## src/common/mbst_pkg.sv

```systemverilog
// Behaviour
// - sample inputs on TCK rise, outputs on fall
// - floating TMS reads as one
// - floating TDI shifts in as one
// - TDO driven only in shift states
// - five TMS-high rises reach Test-Logic-Reset
// - no reset pin; resets itself at power-up
// - TMS sequence selects one register at a time
// - registers shift on rise, TDO on fall
// - three-bit instruction governs idle and DR states
// - identification instruction loaded on reset
// - Capture-IR loads 01 into low bits
// - Shift-IR puts instruction register in path
// - new instruction acts only after Update-IR
// - bypass is one flip-flop, one-clock delay
// - boundary register captures pins, shifts in Shift-DR
// - pinless boundary cells always capture one
// - boundary register only for sample/extest instructions
// - identification word captured from constant, shifted
// - identification word shifts out bit 0 first
// - codes 000,001,010,100,111; others private
// - floated-sample forces memory outputs high impedance
package mbst_pkg;

  localparam int IR_W = 3;
  localparam int ID_W = 32;

  typedef enum logic [3:0] {
    ST_TLR    = 4'hf,
    ST_RTI    = 4'hc,
    ST_SEL_DR = 4'h7,
    ST_CAP_DR = 4'h6,
    ST_SH_DR  = 4'h2,
    ST_EX1_DR = 4'h1,
    ST_PAU_DR = 4'h3,
    ST_EX2_DR = 4'h0,
    ST_UPD_DR = 4'h5,
    ST_SEL_IR = 4'h4,
    ST_CAP_IR = 4'he,
    ST_SH_IR  = 4'ha,
    ST_EX1_IR = 4'h9,
    ST_PAU_IR = 4'hb,
    ST_EX2_IR = 4'h8,
    ST_UPD_IR = 4'hd
  } mbst_state_e;

  // instruction codes, msb on the left
  localparam logic [IR_W-1:0] IR_EXTEST = 3'h0;
  localparam logic [IR_W-1:0] IR_IDCODE = 3'h1;
  localparam logic [IR_W-1:0] IR_SAMPLE_Z = 3'h2;
  localparam logic [IR_W-1:0] IR_SAMPLE = 3'h4;
  localparam logic [IR_W-1:0] IR_BYPASS = 3'h7;

  // value loaded into the shift stage on Capture-IR
  localparam logic [IR_W-1:0] IR_CAPTURE = 3'h1;

  // undriven pins are pulled up, so the tms and tdi synchroniser stages start at one
  localparam logic PIN_IDLE = 1'b1;
  localparam logic BYPASS_CAPTURE = 1'b0;
  localparam logic [3:0] TLR_TMS_COUNT = 4'h5;

endpackage

```

## src/core/mbst_bsr.sv

```systemverilog
`timescale 1ns/1ps
module mbst_bsr #(
  parameter int W = 8,
  parameter logic [W-1:0] PIN_MASK = '1
) (
  // clock and reset
  input wire logic clk,
  input wire logic rst_n,
  // memory pin levels, asynchronous to clk
  input wire logic [W-1:0] pins,
  // control from the port state machine
  input wire logic cap_en,
  input wire logic sh_en,
  input wire logic upd_en,
  input wire logic sdi,
  // serial end and parallel update stage
  output logic so,
  output logic [W-1:0] upd_q
);
  import mbst_pkg::*;

  logic [W-1:0] pin_s1_r;
  logic [W-1:0] pin_s2_r;
  logic [W-1:0] sh_r;
  logic [W-1:0] cap_val;

  // pins are sampled by clk, not tck; unstable pins give unrepeatable captures
  always_ff @(posedge clk) begin
    if (!rst_n) begin
      pin_s1_r <= '0;
      pin_s2_r <= '0;
    end else begin
      pin_s1_r <= pins;
      pin_s2_r <= pin_s1_r;
    end
  end

  genvar i;
  generate
    for (i = 0; i < W; i++) begin : g_cell
      assign cap_val[i] = PIN_MASK[i] ? pin_s2_r[i] : 1'b1;
    end
  endgenerate

  always_ff @(posedge clk) begin
    if (!rst_n) begin
      sh_r <= '0;
      upd_q <= '0;
    end else begin
      if (cap_en)
        sh_r <= cap_val;
      else if (sh_en)
        sh_r <= {sdi, sh_r[W-1:1]};
      if (upd_en)
        upd_q <= sh_r;
    end
  end

  assign so = sh_r[0];

endmodule

```

## src/core/mbst_tap.sv

```systemverilog
`timescale 1ns/1ps
module mbst_tap #(
  parameter int BSR_W = 8,
  parameter logic [BSR_W-1:0] BSR_PIN_MASK = 8'h7f,
  // identification constant; value arbitrary, bit 0 set as the protocol asks
  parameter logic [31:0] ID_CODE = 32'h0000_0001
) (
  // clock and reset
  input wire logic clk,
  input wire logic rst_n,
  // test port pins, asynchronous to clk
  input wire logic tck,
  input wire logic tms,
  input wire logic tdi,
  output logic tdo,
  output logic tdo_oe,
  // memory pin interface
  input wire logic [BSR_W-1:0] mem_pins,
  output logic [BSR_W-1:0] bsr_drive,
  output logic extest_drive,
  output logic mem_out_hiz
);
  import mbst_pkg::*;

  // synchronisers; stage one is read only by stage two
  logic tck_s1_r;
  logic tck_s2_r;
  logic tck_d_r;
  logic tms_s1_r;
  logic tms_s2_r;
  logic tdi_s1_r;
  logic tdi_s2_r;

  always_ff @(posedge clk) begin
    if (!rst_n) begin
      tck_s1_r <= 1'b0;
      tck_s2_r <= 1'b0;
      tck_d_r <= 1'b0;
      tms_s1_r <= PIN_IDLE;
      tms_s2_r <= PIN_IDLE;
      tdi_s1_r <= PIN_IDLE;
      tdi_s2_r <= PIN_IDLE;
    end else begin
      tck_s1_r <= tck;
      tck_s2_r <= tck_s1_r;
      tck_d_r <= tck_s2_r;
      tms_s1_r <= tms;
      tms_s2_r <= tms_s1_r;
      tdi_s1_r <= tdi;
      tdi_s2_r <= tdi_s1_r;
    end
  end

  // edges of the test clock as seen by clk
  wire tck_rise = tck_s2_r & ~tck_d_r;
  wire tck_fall = ~tck_s2_r & tck_d_r;

  function automatic mbst_state_e next_state(input mbst_state_e s, input logic m);
    unique case (s)
      ST_TLR:    next_state = m ? ST_TLR : ST_RTI;
      ST_RTI:    next_state = m ? ST_SEL_DR : ST_RTI;
      ST_SEL_DR: next_state = m ? ST_SEL_IR : ST_CAP_DR;
      ST_CAP_DR: next_state = m ? ST_EX1_DR : ST_SH_DR;
      ST_SH_DR:  next_state = m ? ST_EX1_DR : ST_SH_DR;
      ST_EX1_DR: next_state = m ? ST_UPD_DR : ST_PAU_DR;
      ST_PAU_DR: next_state = m ? ST_EX2_DR : ST_PAU_DR;
      ST_EX2_DR: next_state = m ? ST_UPD_DR : ST_SH_DR;
      ST_UPD_DR: next_state = m ? ST_SEL_DR : ST_RTI;
      ST_SEL_IR: next_state = m ? ST_TLR : ST_CAP_IR;
      ST_CAP_IR: next_state = m ? ST_EX1_IR : ST_SH_IR;
      ST_SH_IR:  next_state = m ? ST_EX1_IR : ST_SH_IR;
      ST_EX1_IR: next_state = m ? ST_UPD_IR : ST_PAU_IR;
      ST_PAU_IR: next_state = m ? ST_EX2_IR : ST_PAU_IR;
      ST_EX2_IR: next_state = m ? ST_UPD_IR : ST_SH_IR;
      ST_UPD_IR: next_state = m ? ST_SEL_IR : ST_RTI;
    endcase
  endfunction

  mbst_state_e state_r;
  mbst_state_e state_nxt;

  assign state_nxt = next_state(state_r, tms_s2_r);

  // rst_n stands for power-up; no test reset pin exists
  always_ff @(posedge clk) begin
    if (!rst_n)
      state_r <= ST_TLR;
    else if (tck_rise)
      state_r <= state_nxt;
  end

  // register selection
  logic [IR_W-1:0] ir_r;
  logic [IR_W-1:0] ir_sh_r;
  logic bypass_r;
  logic [ID_W-1:0] id_sh_r;
  logic bsr_so;

  wire sel_bsr = (ir_r == IR_EXTEST) || (ir_r == IR_SAMPLE_Z) ||
                 (ir_r == IR_SAMPLE);
  wire sel_id = (ir_r == IR_IDCODE);
  // private and bypass codes both fall to the bypass bit
  wire sel_byp = ~sel_bsr & ~sel_id;

  wire in_cap_dr = tck_rise && (state_r == ST_CAP_DR);
  wire in_sh_dr = tck_rise && (state_r == ST_SH_DR);
  wire in_cap_ir = tck_rise && (state_r == ST_CAP_IR);
  wire in_sh_ir = tck_rise && (state_r == ST_SH_IR);
  wire in_upd_ir = tck_fall && (state_r == ST_UPD_IR);
  wire in_upd_dr = tck_fall && (state_r == ST_UPD_DR);
  wire in_shift = (state_r == ST_SH_DR) || (state_r == ST_SH_IR);

  // instruction register
  always_ff @(posedge clk) begin
    if (!rst_n) begin
      ir_r <= IR_IDCODE;
      ir_sh_r <= IR_IDCODE;
    end else begin
      if (state_r == ST_TLR)
        ir_r <= IR_IDCODE;
      else if (in_upd_ir)
        ir_r <= ir_sh_r;
      if (in_cap_ir)
        ir_sh_r <= IR_CAPTURE;
      else if (in_sh_ir)
        ir_sh_r <= {tdi_s2_r, ir_sh_r[IR_W-1:1]};
    end
  end

  // bypass and identification
  always_ff @(posedge clk) begin
    if (!rst_n) begin
      bypass_r <= BYPASS_CAPTURE;
      id_sh_r <= '0;
    end else begin
      if (in_cap_dr && sel_byp)
        bypass_r <= BYPASS_CAPTURE;
      else if (in_sh_dr && sel_byp)
        bypass_r <= tdi_s2_r;
      if (in_cap_dr && sel_id)
        id_sh_r <= ID_CODE;
      else if (in_sh_dr && sel_id)
        id_sh_r <= {tdi_s2_r, id_sh_r[ID_W-1:1]};
    end
  end

  mbst_bsr #(
    .W(BSR_W),
    .PIN_MASK(BSR_PIN_MASK)
  ) u_bsr (
    .clk(clk),
    .rst_n(rst_n),
    .pins(mem_pins),
    .cap_en(in_cap_dr && sel_bsr),
    .sh_en(in_sh_dr && sel_bsr),
    .upd_en(in_upd_dr && sel_bsr),
    .sdi(tdi_s2_r),
    .so(bsr_so),
    .upd_q(bsr_drive)
  );

  wire dr_so = sel_bsr ? bsr_so : (sel_id ? id_sh_r[0] : bypass_r);
  wire tdo_val = (state_r == ST_SH_IR) ? ir_sh_r[0] : dr_so;

  // test outputs move only on the falling test-clock edge
  always_ff @(posedge clk) begin
    if (!rst_n) begin
      tdo <= 1'b0;
      tdo_oe <= 1'b0;
    end else if (tck_fall) begin
      tdo <= in_shift ? tdo_val : 1'b0;
      tdo_oe <= in_shift;
    end
  end

  // memory-side modes follow the instruction in force
  always_ff @(posedge clk) begin
    if (!rst_n) begin
      mem_out_hiz <= 1'b0;
      extest_drive <= 1'b0;
    end else begin
      mem_out_hiz <= (ir_r == IR_SAMPLE_Z);
      extest_drive <= (ir_r == IR_EXTEST);
    end
  end

  logic [3:0] ones_cnt_r;
  always_ff @(posedge clk) begin
    if (!rst_n)
      ones_cnt_r <= 4'h0;
    else if (tck_rise)
      ones_cnt_r <= !tms_s2_r ? 4'h0 :
                    (ones_cnt_r < TLR_TMS_COUNT ? ones_cnt_r + 4'h1 : ones_cnt_r);
  end
endmodule

```

## config.mk

```make
export PLATFORM = sky130hd
export DESIGN_NAME = mbst_tap
export DESIGN_NICKNAME = d
export VERILOG_FILES = /design/src/common/mbst_pkg.sv /design/src/core/mbst_bsr.sv /design/src/core/mbst_tap.sv
export SDC_FILE = /design/constraint.sdc
export NUM_CORES = 1
export LEC_CHECK = 0
export BUFFER_PORTS_ARGS = -buffer_cell sky130_fd_sc_hd__buf_2
export CAP_MARGIN = 20
export CORE_MARGIN = 10
export CORE_UTILIZATION = 30
export DETAILED_ROUTE_END_ITERATION = 10
export MAX_ROUTING_LAYER = met4
export PLACE_DENSITY = 0.46
export SLEW_MARGIN = 20
export SYNTH_ARGS = -nofsm -noshare
export SYNTH_HDL_FRONTEND = slang
export SYNTH_HIERARCHICAL = 1
export SYNTH_SLANG_ARGS = --single-unit
```

## constraint.sdc

```tcl
create_clock -name clk -period 5.8 [get_ports clk]
set_input_delay 1.16 -clock clk [delete_from_list [all_inputs] [get_ports clk]]
set_output_delay 1.16 -clock clk [all_outputs]
set_load 0.05 [all_outputs]
```

# Word level (Yosys, flattened, before mapping)

Cells that the tools add are included.

Eq/ne operators: 18
Mux-type cells: 22
Bitwise gates (word level): 8
Reduce and logical (&&, ||, !) cells: 27

Operators by type and width:

| operator           | count |
|---|---|
| $pmux 4 s13        | 1 |
| $eq 4x4->1 const B | 8 |
| $eq 4x3->1 const B | 4 |
| $mux 8             | 2 |
| $reduce_or 2->1    | 7 |
| $logic_and 1x1->1  | 13 |
| $mux 2             | 6 |
| $mux 3             | 4 |
| $eq 4x2->1 const B | 2 |
| $mux 4             | 2 |
| $mux 1             | 7 |
| $not 1->1          | 5 |
| $eq 4x1->1 const B | 1 |
| $logic_not 4->1    | 1 |
| $reduce_bool 2->1  | 2 |
| $and 1x1->1        | 3 |
| $eq 3x1->1 const B | 1 |
| $eq 3x2->1 const B | 1 |
| $eq 3x3->1 const B | 1 |
| $logic_not 3->1    | 1 |
| $logic_or 1x1->1   | 3 |

Register bits: 84
Bits of input ports: 13

# Logic depth before layout (Yosys ltp)

Gate-level depths: netlist (run 1).

Depth in word-level cells: 7
Gate-level depth with buffers: 7
Gate-level depth less buffers: 5

# Cells and area by module

The synthesis (run 1) kept the hierarchy.

Modules (own cells, without submodules):

| module   | instances | cells an instance | area an instance (um2) | sequential area each (um2) |
|---|---|---|---|---|
| mbst_tap | 1         | 253               | 2237.1                 | 1081.0 |
| mbst_bsr | 1         | 89                | 1092.3                 | 600.6 |

# Worst setup path after synthesis (run 1)

Ideal clock, no wire load.

Kind: flip-flop to flip-flop
From: register state_r[0]
To: register u_bsr.sh_r[0]
Data arrival time: 1.967 ns
Data required time: 5.684 ns
Path slack: 3.716 ns
Cell stages (with the launch flop): 8
Buffers on the path: 2
Cells stage by stage: dfxtp_1 -> clkbuf_1 -> nand2b_1 -> or3_1 -> nor3b_1 -> buf_6 -> mux2_4 -> o211a_1

Cells in the longest elaborated chain, start to end: 4

RTL lines:

| item                                               | line                             | source |
|---|---|---|
| start: declaration                                 | mbst_tap.sv:79                   | `mbst_state_e state_r;` |
| start signal: assignment                           | mbst_tap.sv:89                   | `state_r <= state_nxt;` |
| $eq 4x3->1 / $eq 4x2->1 (equally long branches)    | mbst_tap.sv:105, mbst_tap.sv:106 |  |
| $logic_and 1x1->1, on equally long branches        | mbst_tap.sv:105, mbst_tap.sv:106 |  |
| $logic_and 1x1->1, on equally long branches        | mbst_tap.sv:154, mbst_tap.sv:155 |  |
| $mux 8 / $reduce_bool 2->1 (equally long branches) | --                               |  |
| end signal: assignment                             | mbst_bsr.sv:51                   | `sh_r <= cap_val;` |
| end signal: assignment                             | mbst_bsr.sv:53                   | `sh_r <= {sdi, sh_r[W-1:1]};` |
| end: declaration                                   | mbst_bsr.sv:24                   | `logic [W-1:0] sh_r;` |

Parallel ways exist; a longest one is shown, timed or not.
A chain may end at the register's enable or synchronous reset.

# Worst setup path in the final report (run 1)

From: input port rst_n
To: register state_r[3]

RTL lines:

| item               | line           | source |
|---|---|---|
| start: declaration | mbst_tap.sv:10 | `input wire logic rst_n,` |

No word-level cell between the ends.

==> results.sh, run 1 <==
export IMPL_ff2ff_path_depth=5
export IMPL_start_util=0.307
export IMPL_htree_levels=3
export IMPL_yosysTopAreaCell="dfxtp_1"
export IMPL_yosysMostFrequentCell="dfxtp_1"
export IMPL_finalHoldViolCount=0
export IMPL_ys_warn_count=6
export IMPL_synthesis_area_mm2=0.00333
export IMPL_cts_hold_buffers=0
export IMPL_row_count=38
export IMPL_leakagePower_nw=1.48
export IMPL_synth_top_area_frac=0.505
export IMPL_hold_path_depth=1
export IMPL_synthCells=342
export IMPL_grt_pass1_wl_um=10700
export IMPL_ys_seq_area_frac=0.505
export IMPL_grt_start_max_net_pins=64
export IMPL_root_buffer="clkbuf_8"
export IMPL_antenna_found_initial=0
export IMPL_portBuffers=23
export IMPL_design_die_area_mm2=0.0157
export IMPL_top_level_ports=25
export IMPL_fin_crit_ns=2.41
export IMPL_max_cap_violations=0
export IMPL_reg2reg_slack_ns=3.45
export IMPL_pwr_share_clk=0.446
export IMPL_critPathKind="input pin to register"
export IMPL_setup_tns_ns=0
export IMPL_synth_avg_cell_area_um2=9.74
export IMPL_peakVddDrop_mv=0.180
export IMPL_synth_nets=355
export IMPL_timing_rr_end="u_bsr/sh_r[3]"
export IMPL_ff_latch_area_mm2=0.00168
export IMPL_dr_pass1_iters=4
export IMPL_ant_nets=0
export IMPL_ys_flop_type="dfxtp_1"
export IMPL_min_from="tms_s1_r"
export IMPL_overflow=0
export IMPL_grt_usage=0.0843
export IMPL_nFillCells=1104
export IMPL_fmax_mhz=415
export IMPL_synth_common_cells="dfxtp_1 (84), nand2_1 (37), nand4b_1 (30)"
export IMPL_critPathCaptureType="register"
export IMPL_hold_path_class="register to register"
export IMPL_whs_endpoint="tms_s2_r"
export IMPL_clkTransAtPathRegs_ns=0.09
export IMPL_area_delta_synth_final_pct=13.7
export IMPL_die_x_um=125
export IMPL_drc=0
export IMPL_die_h_um=125
export IMPL_status="completed"
export IMPL_layout_drive_gt1_share=0.151
export IMPL_dp_hpwl_um=3750
export IMPL_cellPowerDensity_mw_per_mm2=300
export IMPL_worst_pin_slew_ns=0.946
export IMPL_gp_congestion=0.753
export IMPL_insertion_delay_ns=0.35
export IMPL_drtIter0Drc=152
export IMPL_fin_crit_sh=0.415
export IMPL_required_ns=6.01
export IMPL_synthDistinctLibCells=38
export IMPL_cts_made_buffers=9
export IMPL_avgRoutedWirePerCell_um=12.6
export IMPL_slew_limit_headroom=0.369
export IMPL_antenna_cells=0
export IMPL_vias=2371
export IMPL_switching_share=0.215
export IMPL_arrival_ns=2.61
export IMPL_clockBufferDepth=2
export IMPL_setup_violations=0
export IMPL_core_mm2=0.0108
export IMPL_clock_skew_final_ns=0.00614
export IMPL_power_frac_seq=0.518
export IMPL_ys_seq_elements=84
export IMPL_power_switching_w=0.000244
export IMPL_post_cts_resized=0
export IMPL_maxSlewViolCount=0
export IMPL_grt_setup_unrepaired="false"
export IMPL_cts_tree="yes"
export IMPL_worstSetupStartpointType="input pin"
export IMPL_dp_worst_setup_slack_ns=2.98
export IMPL_fin_nets=365
export IMPL_p_int_w=0.000891
export IMPL_synthArstFlopShare=0
export IMPL_final_util=0.349
export IMPL_drt_total_wl_um=6270
export IMPL_finalWorstSetupSlack_ns=3.39
export IMPL_multi_input_area_mm2=0.00152
export IMPL_grt_pass1_vias=2233
export IMPL_viasPerCell=4.77
export IMPL_post_cts_buffers=0
export IMPL_reg2reg_from="state_r[1]"
export IMPL_synth_edf_count=0
export IMPL_combPwrFrac=0.036
export IMPL_cts_sinks=84
export IMPL_worstPathMaxFanout=63
export IMPL_yosys_top_cells_area="dfxtp_1 (51%), nand4b_1 (7.9%), mux2i_1 (4.2%)"
sequential cells by signal (all words and copies together) (netlist names), 3 cells and up:
register	count
id_sh_r	32
u_bsr/sh_r	8
u_bsr/upd_q	8
u_bsr/pin_s1_r	7
u_bsr/pin_s2_r	7
state_r	4
ir_r	3
ir_sh_r	3
cells by family after synthesis:
family,count (synthesis),share of synthesized area
muxes,22,0.0782
buffers and inverters,31,0.0398
DFF,84,0.505
AOI/OAI and AO/OA,65,0.122
and+or+nand+nor,140,0.255
layout make-up:
class | count | area share
Clock buffer | 9 | 0.0327
Clock inverter | 7 | 0.0324
Inverter | 2 | 0.00198
Multi-Input combinational cell | 227 | 0.402
Sequential cell | 84 | 0.444
Tap cell | 140 | 0.0463
Timing Repair Buffer | 28 | 0.0403
worst max path at each step:
stage               startpoint            end  slack, ns  cells past startpoint
floorplan           state_r[0]  u_bsr/sh_r[0]       3.72                      7
global route        state_r[1]  u_bsr/sh_r[3]       3.13                      5
detailed placement       rst_n     state_r[3]       2.98                      3
CTS                      rst_n     state_r[3]       3.38                      3
finish                   rst_n     state_r[3]       3.39                      3
global placement         rst_n     state_r[3]       3.00                      3
power groups by stage:
stage                     clock network, W   logic, W  registers [W]
after floorplan                          0  0.0000326       0.000600
after global placement                   0  0.0000414       0.000602
after detailed placement                 0  0.0000418       0.000602
after CTS                         0.000529  0.0000419       0.000589
after global routing              0.000550  0.0000463       0.000590
final                             0.000506  0.0000411       0.000588
through the flow:
stage / total power, W / hold slack [ns] / cells / instance area (µm²)
floorplan: 0.000633 / 0.386 / 342 / 3330
global placement: 0.000643 / 0.395 / 481 / 3540
detailed placement: 0.000644 / 0.402 / 481 / 3540
CTS: 0.00116 / 0.424 / 497 / 3780
global route: 0.00119 / 0.435 / 497 / 3780
finish: 0.00114 / 0.419 / 497 / 3780
worst max-delay path, cell delays in order:
cell and delay [ns]:
buf_2 0.71, buf_4 0.51, o311ai_0 0.21
cell usage in the layout (no fill, tap or decap), drive strengths merged, types with 2 or more instances in the layout:
cell     n
a21oi    6
nor2    11
o211a    7
nand2b  18
nand3    4
nor3b    2
a311oi   2
o21ai   37
nor4     3
nand2   37
or3      2
mux2     8
o311ai   2
buf     28
and2    17
o21a     2
bufinv   3
a22oi    2
dfxtp   84
nand4b  30
mux2i   14
inv      4
nor2b   11
clkbuf   9
per-layer routing:
layer | share of wire | GRT usage | vias up | wire, µm
met5 | 0 | - | - | 0
met4 | 0.016 | 0.0379 | 0 | 99
met3 | 0.040 | 0.0334 | 11 | 254
met2 | 0.44 | 0.118 | 32 | 2770
met1 | 0.50 | 0.104 | 1112 | 3150
li1 | - | - | 1216 | -
No activity file was read; power rests on OpenSTA's default activity.
==> run 2, diff against run 1 <==
--- a/config.mk
+++ b/config.mk
@@ -11,7 +11,7 @@
 export CORE_UTILIZATION = 30
 export DETAILED_ROUTE_END_ITERATION = 10
 export MAX_ROUTING_LAYER = met4
-export PLACE_DENSITY = 0.46
+export PLACE_DENSITY = 0.47
 export SLEW_MARGIN = 20
 export SYNTH_ARGS = -nofsm -noshare
 export SYNTH_HDL_FRONTEND = slang
==> constraint.sdc (replaced) <==
create_clock -name clk -period 2.1 [get_ports clk]
set_input_delay 0.42 -clock clk [delete_from_list [all_inputs] [get_ports clk]]
set_output_delay 0.42 -clock clk [all_outputs]
set_load 0.05 [all_outputs]
==> run 2 against run 1 <==
  * Critical path type is now register to register
  * Via count is 0.38% higher
  * Non-clock buffer count up 8
  * Clock power rose by 150%
  * Largest power group unchanged
  * Worst setup slack got worse by 3.2 ns
  * Total power grew to 2.6 times the previous value
  * Clock skew is 0.0091 ns higher
==> results.sh, run 2 (same netlist as run 1, synthesis figures left out) <==
export IMPL_design_die_area_mm2=0.0157
export IMPL_area_delta_synth_final_pct=14.9
export IMPL_antenna_cells=0
export IMPL_hold_path_class="input pin to register"
export IMPL_fin_crit_ns=1.94
export IMPL_grt_pass1_wl_um=10600
export IMPL_worstPathCellList="nand2b_1, or3_1, nor3b_1, buf_4, mux2_4, o211a_1"
export IMPL_top_regs="id_sh_r x32, u_bsr/sh_r x8, u_bsr/upd_q x8"
export IMPL_crit_path_max_incr_delay_ns=0.41
export IMPL_ant_nets=0
export IMPL_largest_reg_flops=32
export IMPL_final_cell_mix="dfxtp_1 (84), nand2_1 (37), nand4b_1 (30), buf_2 (23), o21ai_1 (20)"
export IMPL_insertion_delay_ns=0.35
export IMPL_fin_nets=373
export IMPL_ff_latch_area_mm2=0.00168
export IMPL_drc=0
export IMPL_grt_start_max_net_pins=64
export IMPL_cts_sinks=84
export IMPL_setup_tns_ns=0
export IMPL_arrival_ns=2.18
export IMPL_clock_skew_final_ns=0.0152
export IMPL_required_ns=2.34
export IMPL_power_frac_seq=0.543
export IMPL_start_util=0.307
export IMPL_viasPerCell=4.71
export IMPL_fin_crit_sh=0.923
export IMPL_hold_path_depth=2
export IMPL_gp_congestion=0.755
export IMPL_worstSetupStartpointType="register"
export IMPL_cts_hold_buffers=0
export IMPL_top_level_ports=25
export IMPL_antenna_found_initial=0
export IMPL_combPwrFrac=0.041
export IMPL_mostFrequentLayoutCell="dfxtp_1"
export IMPL_wl_met3_um=239
export IMPL_power_switching_w=0.000653
export IMPL_hold_ws_ns=0.247
export IMPL_avgRoutedWirePerCell_um=12.5
export IMPL_htree_levels=3
export IMPL_multi_input_area_mm2=0.00152
export IMPL_grt_pass1_vias=2185
export IMPL_p_int_w=0.00234
export IMPL_wl_met1_um=3230
export IMPL_post_cts_resized=0
export IMPL_met2_length_um=2760
export IMPL_die_x_um=125
export IMPL_maxSlewViolCount=0
export IMPL_finalHoldViolCount=0
export IMPL_layout_drive_gt1_share=0.167
export IMPL_worst_pin_slew_ns=0.458
export IMPL_pwr_share_clk=0.416
export IMPL_largest_register="id_sh_r"
export IMPL_vias=2380
export IMPL_dr_pass1_iters=4
export IMPL_critPathKind="register to register"
export IMPL_drtIter0Drc=122
export IMPL_ff2ff_path_depth=6
export IMPL_cts_tree="yes"
export IMPL_portBuffers=23
export IMPL_leakagePower_nw=1.51
export IMPL_die_h_um=125
export IMPL_cts_made_buffers=9
export IMPL_grt_setup_unrepaired="false"
export IMPL_dp_hpwl_um=3990
export IMPL_clockBufferDepth=2
export IMPL_nFillCells=1138
export IMPL_switching_share=0.218
export IMPL_setup_violations=0
export IMPL_root_buffer="clkbuf_8"
export IMPL_row_count=38
export IMPL_core_mm2=0.0108
export IMPL_critPathCaptureType="register"
export IMPL_fmax_mhz=516
export IMPL_crit_path_top_delay_cell="or3_1"
export IMPL_post_cts_buffers=0
export IMPL_drt_total_wl_um=6310
export IMPL_cellPowerDensity_mw_per_mm2=782
export IMPL_grt_usage=0.0825
export IMPL_clkTransAtPathRegs_ns=0.08
export IMPL_topRoutingLayerUsed="met4"
export IMPL_overflow=0
export IMPL_slew_limit_headroom=0.694
export IMPL_status="completed"
export IMPL_worstPathMaxFanout=8
export IMPL_peakVddDrop_mv=0.304
export IMPL_max_cap_violations=0
run 2: cell types whose count changed in the layout (fill, tap and decap cells not counted):
cell and delta:
buf_4 +7, clkinv_2 +1, buf_12 +1, bufinv_16 -1, inv_8 -1, clkbuf_1 +1
run 2: layout make-up:
class                           count  area share
Clock buffer                       10      0.0334
Clock inverter                      6      0.0226
Tap cell                          140      0.0458
Multi-Input combinational cell    227       0.398
Inverter                            2     0.00196
Sequential cell                    84       0.440
Timing Repair Buffer               36      0.0589
run 2: worst paths after layout:
path	startpoint	endpoint	slack [ns]
max	state_r[0]	u_bsr/sh_r[6]	0.16
min reg2reg	tms_s1_r	tms_s2_r	0.41
max reg2reg	state_r[0]	u_bsr/sh_r[6]	0.16
min	tms	tms_s1_r	0.25
run 2: through the flow:
step	total power (W)	setup slack (ns)	std cells	instance area, µm²	util
4_1_cts	0.00306	0.132	505	3820	0.353
3_3_place_gp	0.00179	0.196	489	3610	0.333
2_1_floorplan	0.00175	0.0163	342	3330	-
6_report	0.00299	0.161	505	3820	0.353
3_5_place_dp	0.00179	0.158	489	3610	0.333
5_1_grt	0.00314	0.0364	505	3820	0.353
run 2: layer usage:
| metal | GRT usage | up-vias |
|---|---|---|
| met2 | 0.121 | 31 |
| met1 | 0.102 | 1111 |
| li1 | - | 1232 |
| met3 | 0.0313 | 6 |
| met4 | 0.0285 | 0 |
| met5 | - | - |
run 2: critical path, delay by kind of cell, from the launching register on:
kind            cells  cell delay, ns
simple gates        3            0.76
flops               1            0.31
mux                 1            0.31
buf+inv             1            0.24
compound gates      1            0.21
run 2: power by group through the flow:
stage	Combinational (W)	Sequential [W]	Clock, W
after floorplan	0.0000900	0.00166	0
after detailed placement	0.000125	0.00166	0
after global routing	0.000138	0.00163	0.00138
final	0.000123	0.00162	0.00124
after CTS	0.000125	0.00162	0.00131
after global placement	0.000124	0.00166	0
==> run 3, diff against run 2 <==
--- a/config.mk
+++ b/config.mk
@@ -7,11 +7,13 @@
 export LEC_CHECK = 0
 export BUFFER_PORTS_ARGS = -buffer_cell sky130_fd_sc_hd__buf_2
 export CAP_MARGIN = 20
+export CELL_PAD_IN_SITES_DETAIL_PLACEMENT = 0
+export CELL_PAD_IN_SITES_GLOBAL_PLACEMENT = 1
 export CORE_MARGIN = 10
 export CORE_UTILIZATION = 30
 export DETAILED_ROUTE_END_ITERATION = 10
 export MAX_ROUTING_LAYER = met4
-export PLACE_DENSITY = 0.47
+export PLACE_DENSITY = 0.57
 export SLEW_MARGIN = 20
 export SYNTH_ARGS = -nofsm -noshare
 export SYNTH_HDL_FRONTEND = slang
==> run 3 against run 2 <==
  * Sequential share of layout area increased by 0.39 points
  * Cell area is 0.88% lower
  * Global-route usage is 0.13 points higher
  * Clock skew down 0.0060 ns
  * Critical endpoint is now u_bsr/sh_r[5]
  * Via count is essentially flat
  * Fmax up 0.12%
  * Critical path depth did not move
  * Flip-flop and latch count unchanged
  * Worst setup slack gained 0.0024 ns
  * Utilization shrank 0.31 points
  * Non-clock buffer count rose by 1
  * Cell count increased by 0.20%
==> results.sh, run 3 (same netlist as run 1, synthesis figures left out) <==
export IMPL_ff_latch_area_mm2=0.00168
export IMPL_cts_sinks=84
export IMPL_start_util=0.307
export IMPL_portBuffers=23
export IMPL_avgRoutedWirePerCell_um=12.5
export IMPL_grt_start_max_net_pins=52
export IMPL_clkTransAtPathRegs_ns=0.09
export IMPL_switching_share=0.244
export IMPL_setup_tns_ns=0
export IMPL_dr_pass1_iters=4
export IMPL_antenna_cells=0
export IMPL_critPathCaptureType="register"
export IMPL_grt_setup_unrepaired="false"
export IMPL_cellPowerDensity_mw_per_mm2=735
export IMPL_final_cell_mix="dfxtp_1 (84), nand2_1 (37), nand4b_1 (30), buf_2 (23), o21ai_1 (20)"
export IMPL_clock_skew_final_ns=0.00929
export IMPL_design_die_area_mm2=0.0157
export IMPL_fin_crit_sh=0.922
export IMPL_critPathKind="register to register"
export IMPL_reg2reg_from="state_r[0]"
export IMPL_max_cap_violations=0
export IMPL_dpl_instance_area_mm2=0.00362
export IMPL_finalHoldViolCount=0
export IMPL_met2_length_um=2640
export IMPL_drc=0
export IMPL_area_delta_synth_final_pct=13.9
export IMPL_maxSlewViolCount=0
export IMPL_viasPerCell=4.71
export IMPL_antenna_found_initial=0
export IMPL_leakagePower_nw=1.50
export IMPL_required_ns=2.34
export IMPL_power_switching_w=0.000678
export IMPL_mostFrequentLayoutCell="dfxtp_1"
export IMPL_post_cts_resized=0
export IMPL_status="completed"
export IMPL_arrival_ns=2.18
export IMPL_fmax_mhz=516
export IMPL_crit_path_max_incr_delay_ns=0.42
export IMPL_pwr_share_clk=0.371
export IMPL_grt_pass1_wl_um=10900
export IMPL_htree_levels=3
export IMPL_final_area_mm2=0.00379
export IMPL_p_int_w=0.00211
export IMPL_reg2reg_slack_ns=0.16
export IMPL_post_cts_buffers=0
export IMPL_wl_met3_um=173
export IMPL_grt_pass1_vias=2250
export IMPL_die_x_um=125
export IMPL_vias=2381
export IMPL_cts_made_buffers=9
export IMPL_drtIter0Drc=169
export IMPL_combPwrFrac=0.046
export IMPL_largest_reg_flops=32
export IMPL_clockBufferDepth=2
export IMPL_gp_congestion=0.742
export IMPL_die_h_um=125
export IMPL_ant_nets=0
export IMPL_insertion_delay_ns=0.34
export IMPL_drt_total_wl_um=6300
export IMPL_worst_pin_slew_ns=0.439
export IMPL_setup_violations=0
export IMPL_worstPathMaxFanout=8
export IMPL_largest_register="id_sh_r"
export IMPL_fin_nets=374
export IMPL_overflow=0
export IMPL_cts_tree="yes"
export IMPL_row_count=38
export IMPL_ff2ff_path_depth=6
export IMPL_power_frac_seq=0.583
export IMPL_nFillCells=1143
export IMPL_core_mm2=0.0108
export IMPL_slew_limit_headroom=0.705
export IMPL_top_regs="id_sh_r x32, u_bsr/sh_r x8, u_bsr/upd_q x8"
export IMPL_dp_hpwl_um=4080
export IMPL_top_level_ports=25
export IMPL_crit_end="u_bsr/sh_r[5]"
export IMPL_fin_crit_ns=1.94
export IMPL_worstPathCellList="nand2b_1, or3_1, nor3b_1, buf_4, mux2_4, o211a_1"
export IMPL_cts_hold_buffers=0
export IMPL_grt_usage=0.0839
export IMPL_peakVddDrop_mv=0.264
export IMPL_crit_path_start="state_r[0]"
export IMPL_timing_rr_end="u_bsr/sh_r[5]"
export IMPL_worstSetupStartpointType="register"
export IMPL_topRoutingLayerUsed="met4"
export IMPL_multi_input_area_mm2=0.00152
export IMPL_layout_drive_gt1_share=0.172
export IMPL_wl_met1_um=3420
export IMPL_hold_path_class="input pin to register"
export IMPL_root_buffer="clkbuf_8"
export IMPL_crit_path_top_delay_cell="or3_1"
## run 3: cell count changes in the layout (fill, tap and decap cells not counted)
cell	before	now
bufinv_16	2	0
clkinv_2	2	3
inv_6	1	3
buf_4	12	13
clkbuf_1	1	0
## run 3: cell type report
type	instances	share of cell area
flip-flops and latches	84	0.444
multi-input cells	227	0.401
repair buffers	37	0.0614
well taps	140	0.0462
clock buffers	9	0.0327
clock inverters	7	0.0129
inverters	2	0.00198
## run 3: layer usage
metal | vias to the layer above | GRT usage
met5 | - | -
met4 | 0 | 0.0346
met3 | 7 | 0.0253
met2 | 29 | 0.119
met1 | 1105 | 0.108
li1 | 1240 | -
## run 3: critical path: cells and delay by family, from the launching register on
family	cells	cell delay, ns
multiplexers	1	0.31
AND/OR/NAND/NOR	3	0.78
AO/OA/AOI/OAI	1	0.19
buffers and inverters	1	0.23
flip-flops	1	0.32
## run 3: worst min path at each step
stage | startpoint | endpoint | slack [ns] | cells past startpoint
floorplan | tdi_s1_r | tdi_s2_r | 0.39 | 1
global placement | tdi_s1_r | tdi_s2_r | 0.40 | 1
detailed placement | tdi_s1_r | tdi_s2_r | 0.41 | 1
CTS | tms | tms_s1_r | 0.22 | 2
global route | tms | tms_s1_r | 0.24 | 2
finish | tms | tms_s1_r | 0.25 | 2
## run 3: metrics by stage
stage / utilization / std cells / setup slack (ns) / total power, W / hold WS [ns]
after global placement: 0.334 / 490 / 0.176 / 0.00179 / 0.398
after CTS: 0.350 / 506 / 0.144 / 0.00285 / 0.222
final: 0.350 / 506 / 0.163 / 0.00279 / 0.249
after floorplan: - / 342 / 0.0163 / 0.00175 / 0.386
after global routing: 0.350 / 506 / 0.0394 / 0.00293 / 0.240
after detailed placement: 0.334 / 490 / 0.162 / 0.00179 / 0.406
## run 3: power groups by stage
stage	sequential, W	combinational [W]	clock [W]
after global placement	0.00166	0.000129	0
final	0.00162	0.000128	0.00103
after CTS	0.00162	0.000130	0.00110
after floorplan	0.00166	0.0000900	0
after detailed placement	0.00166	0.000129	0
after global routing	0.00163	0.000143	0.00116
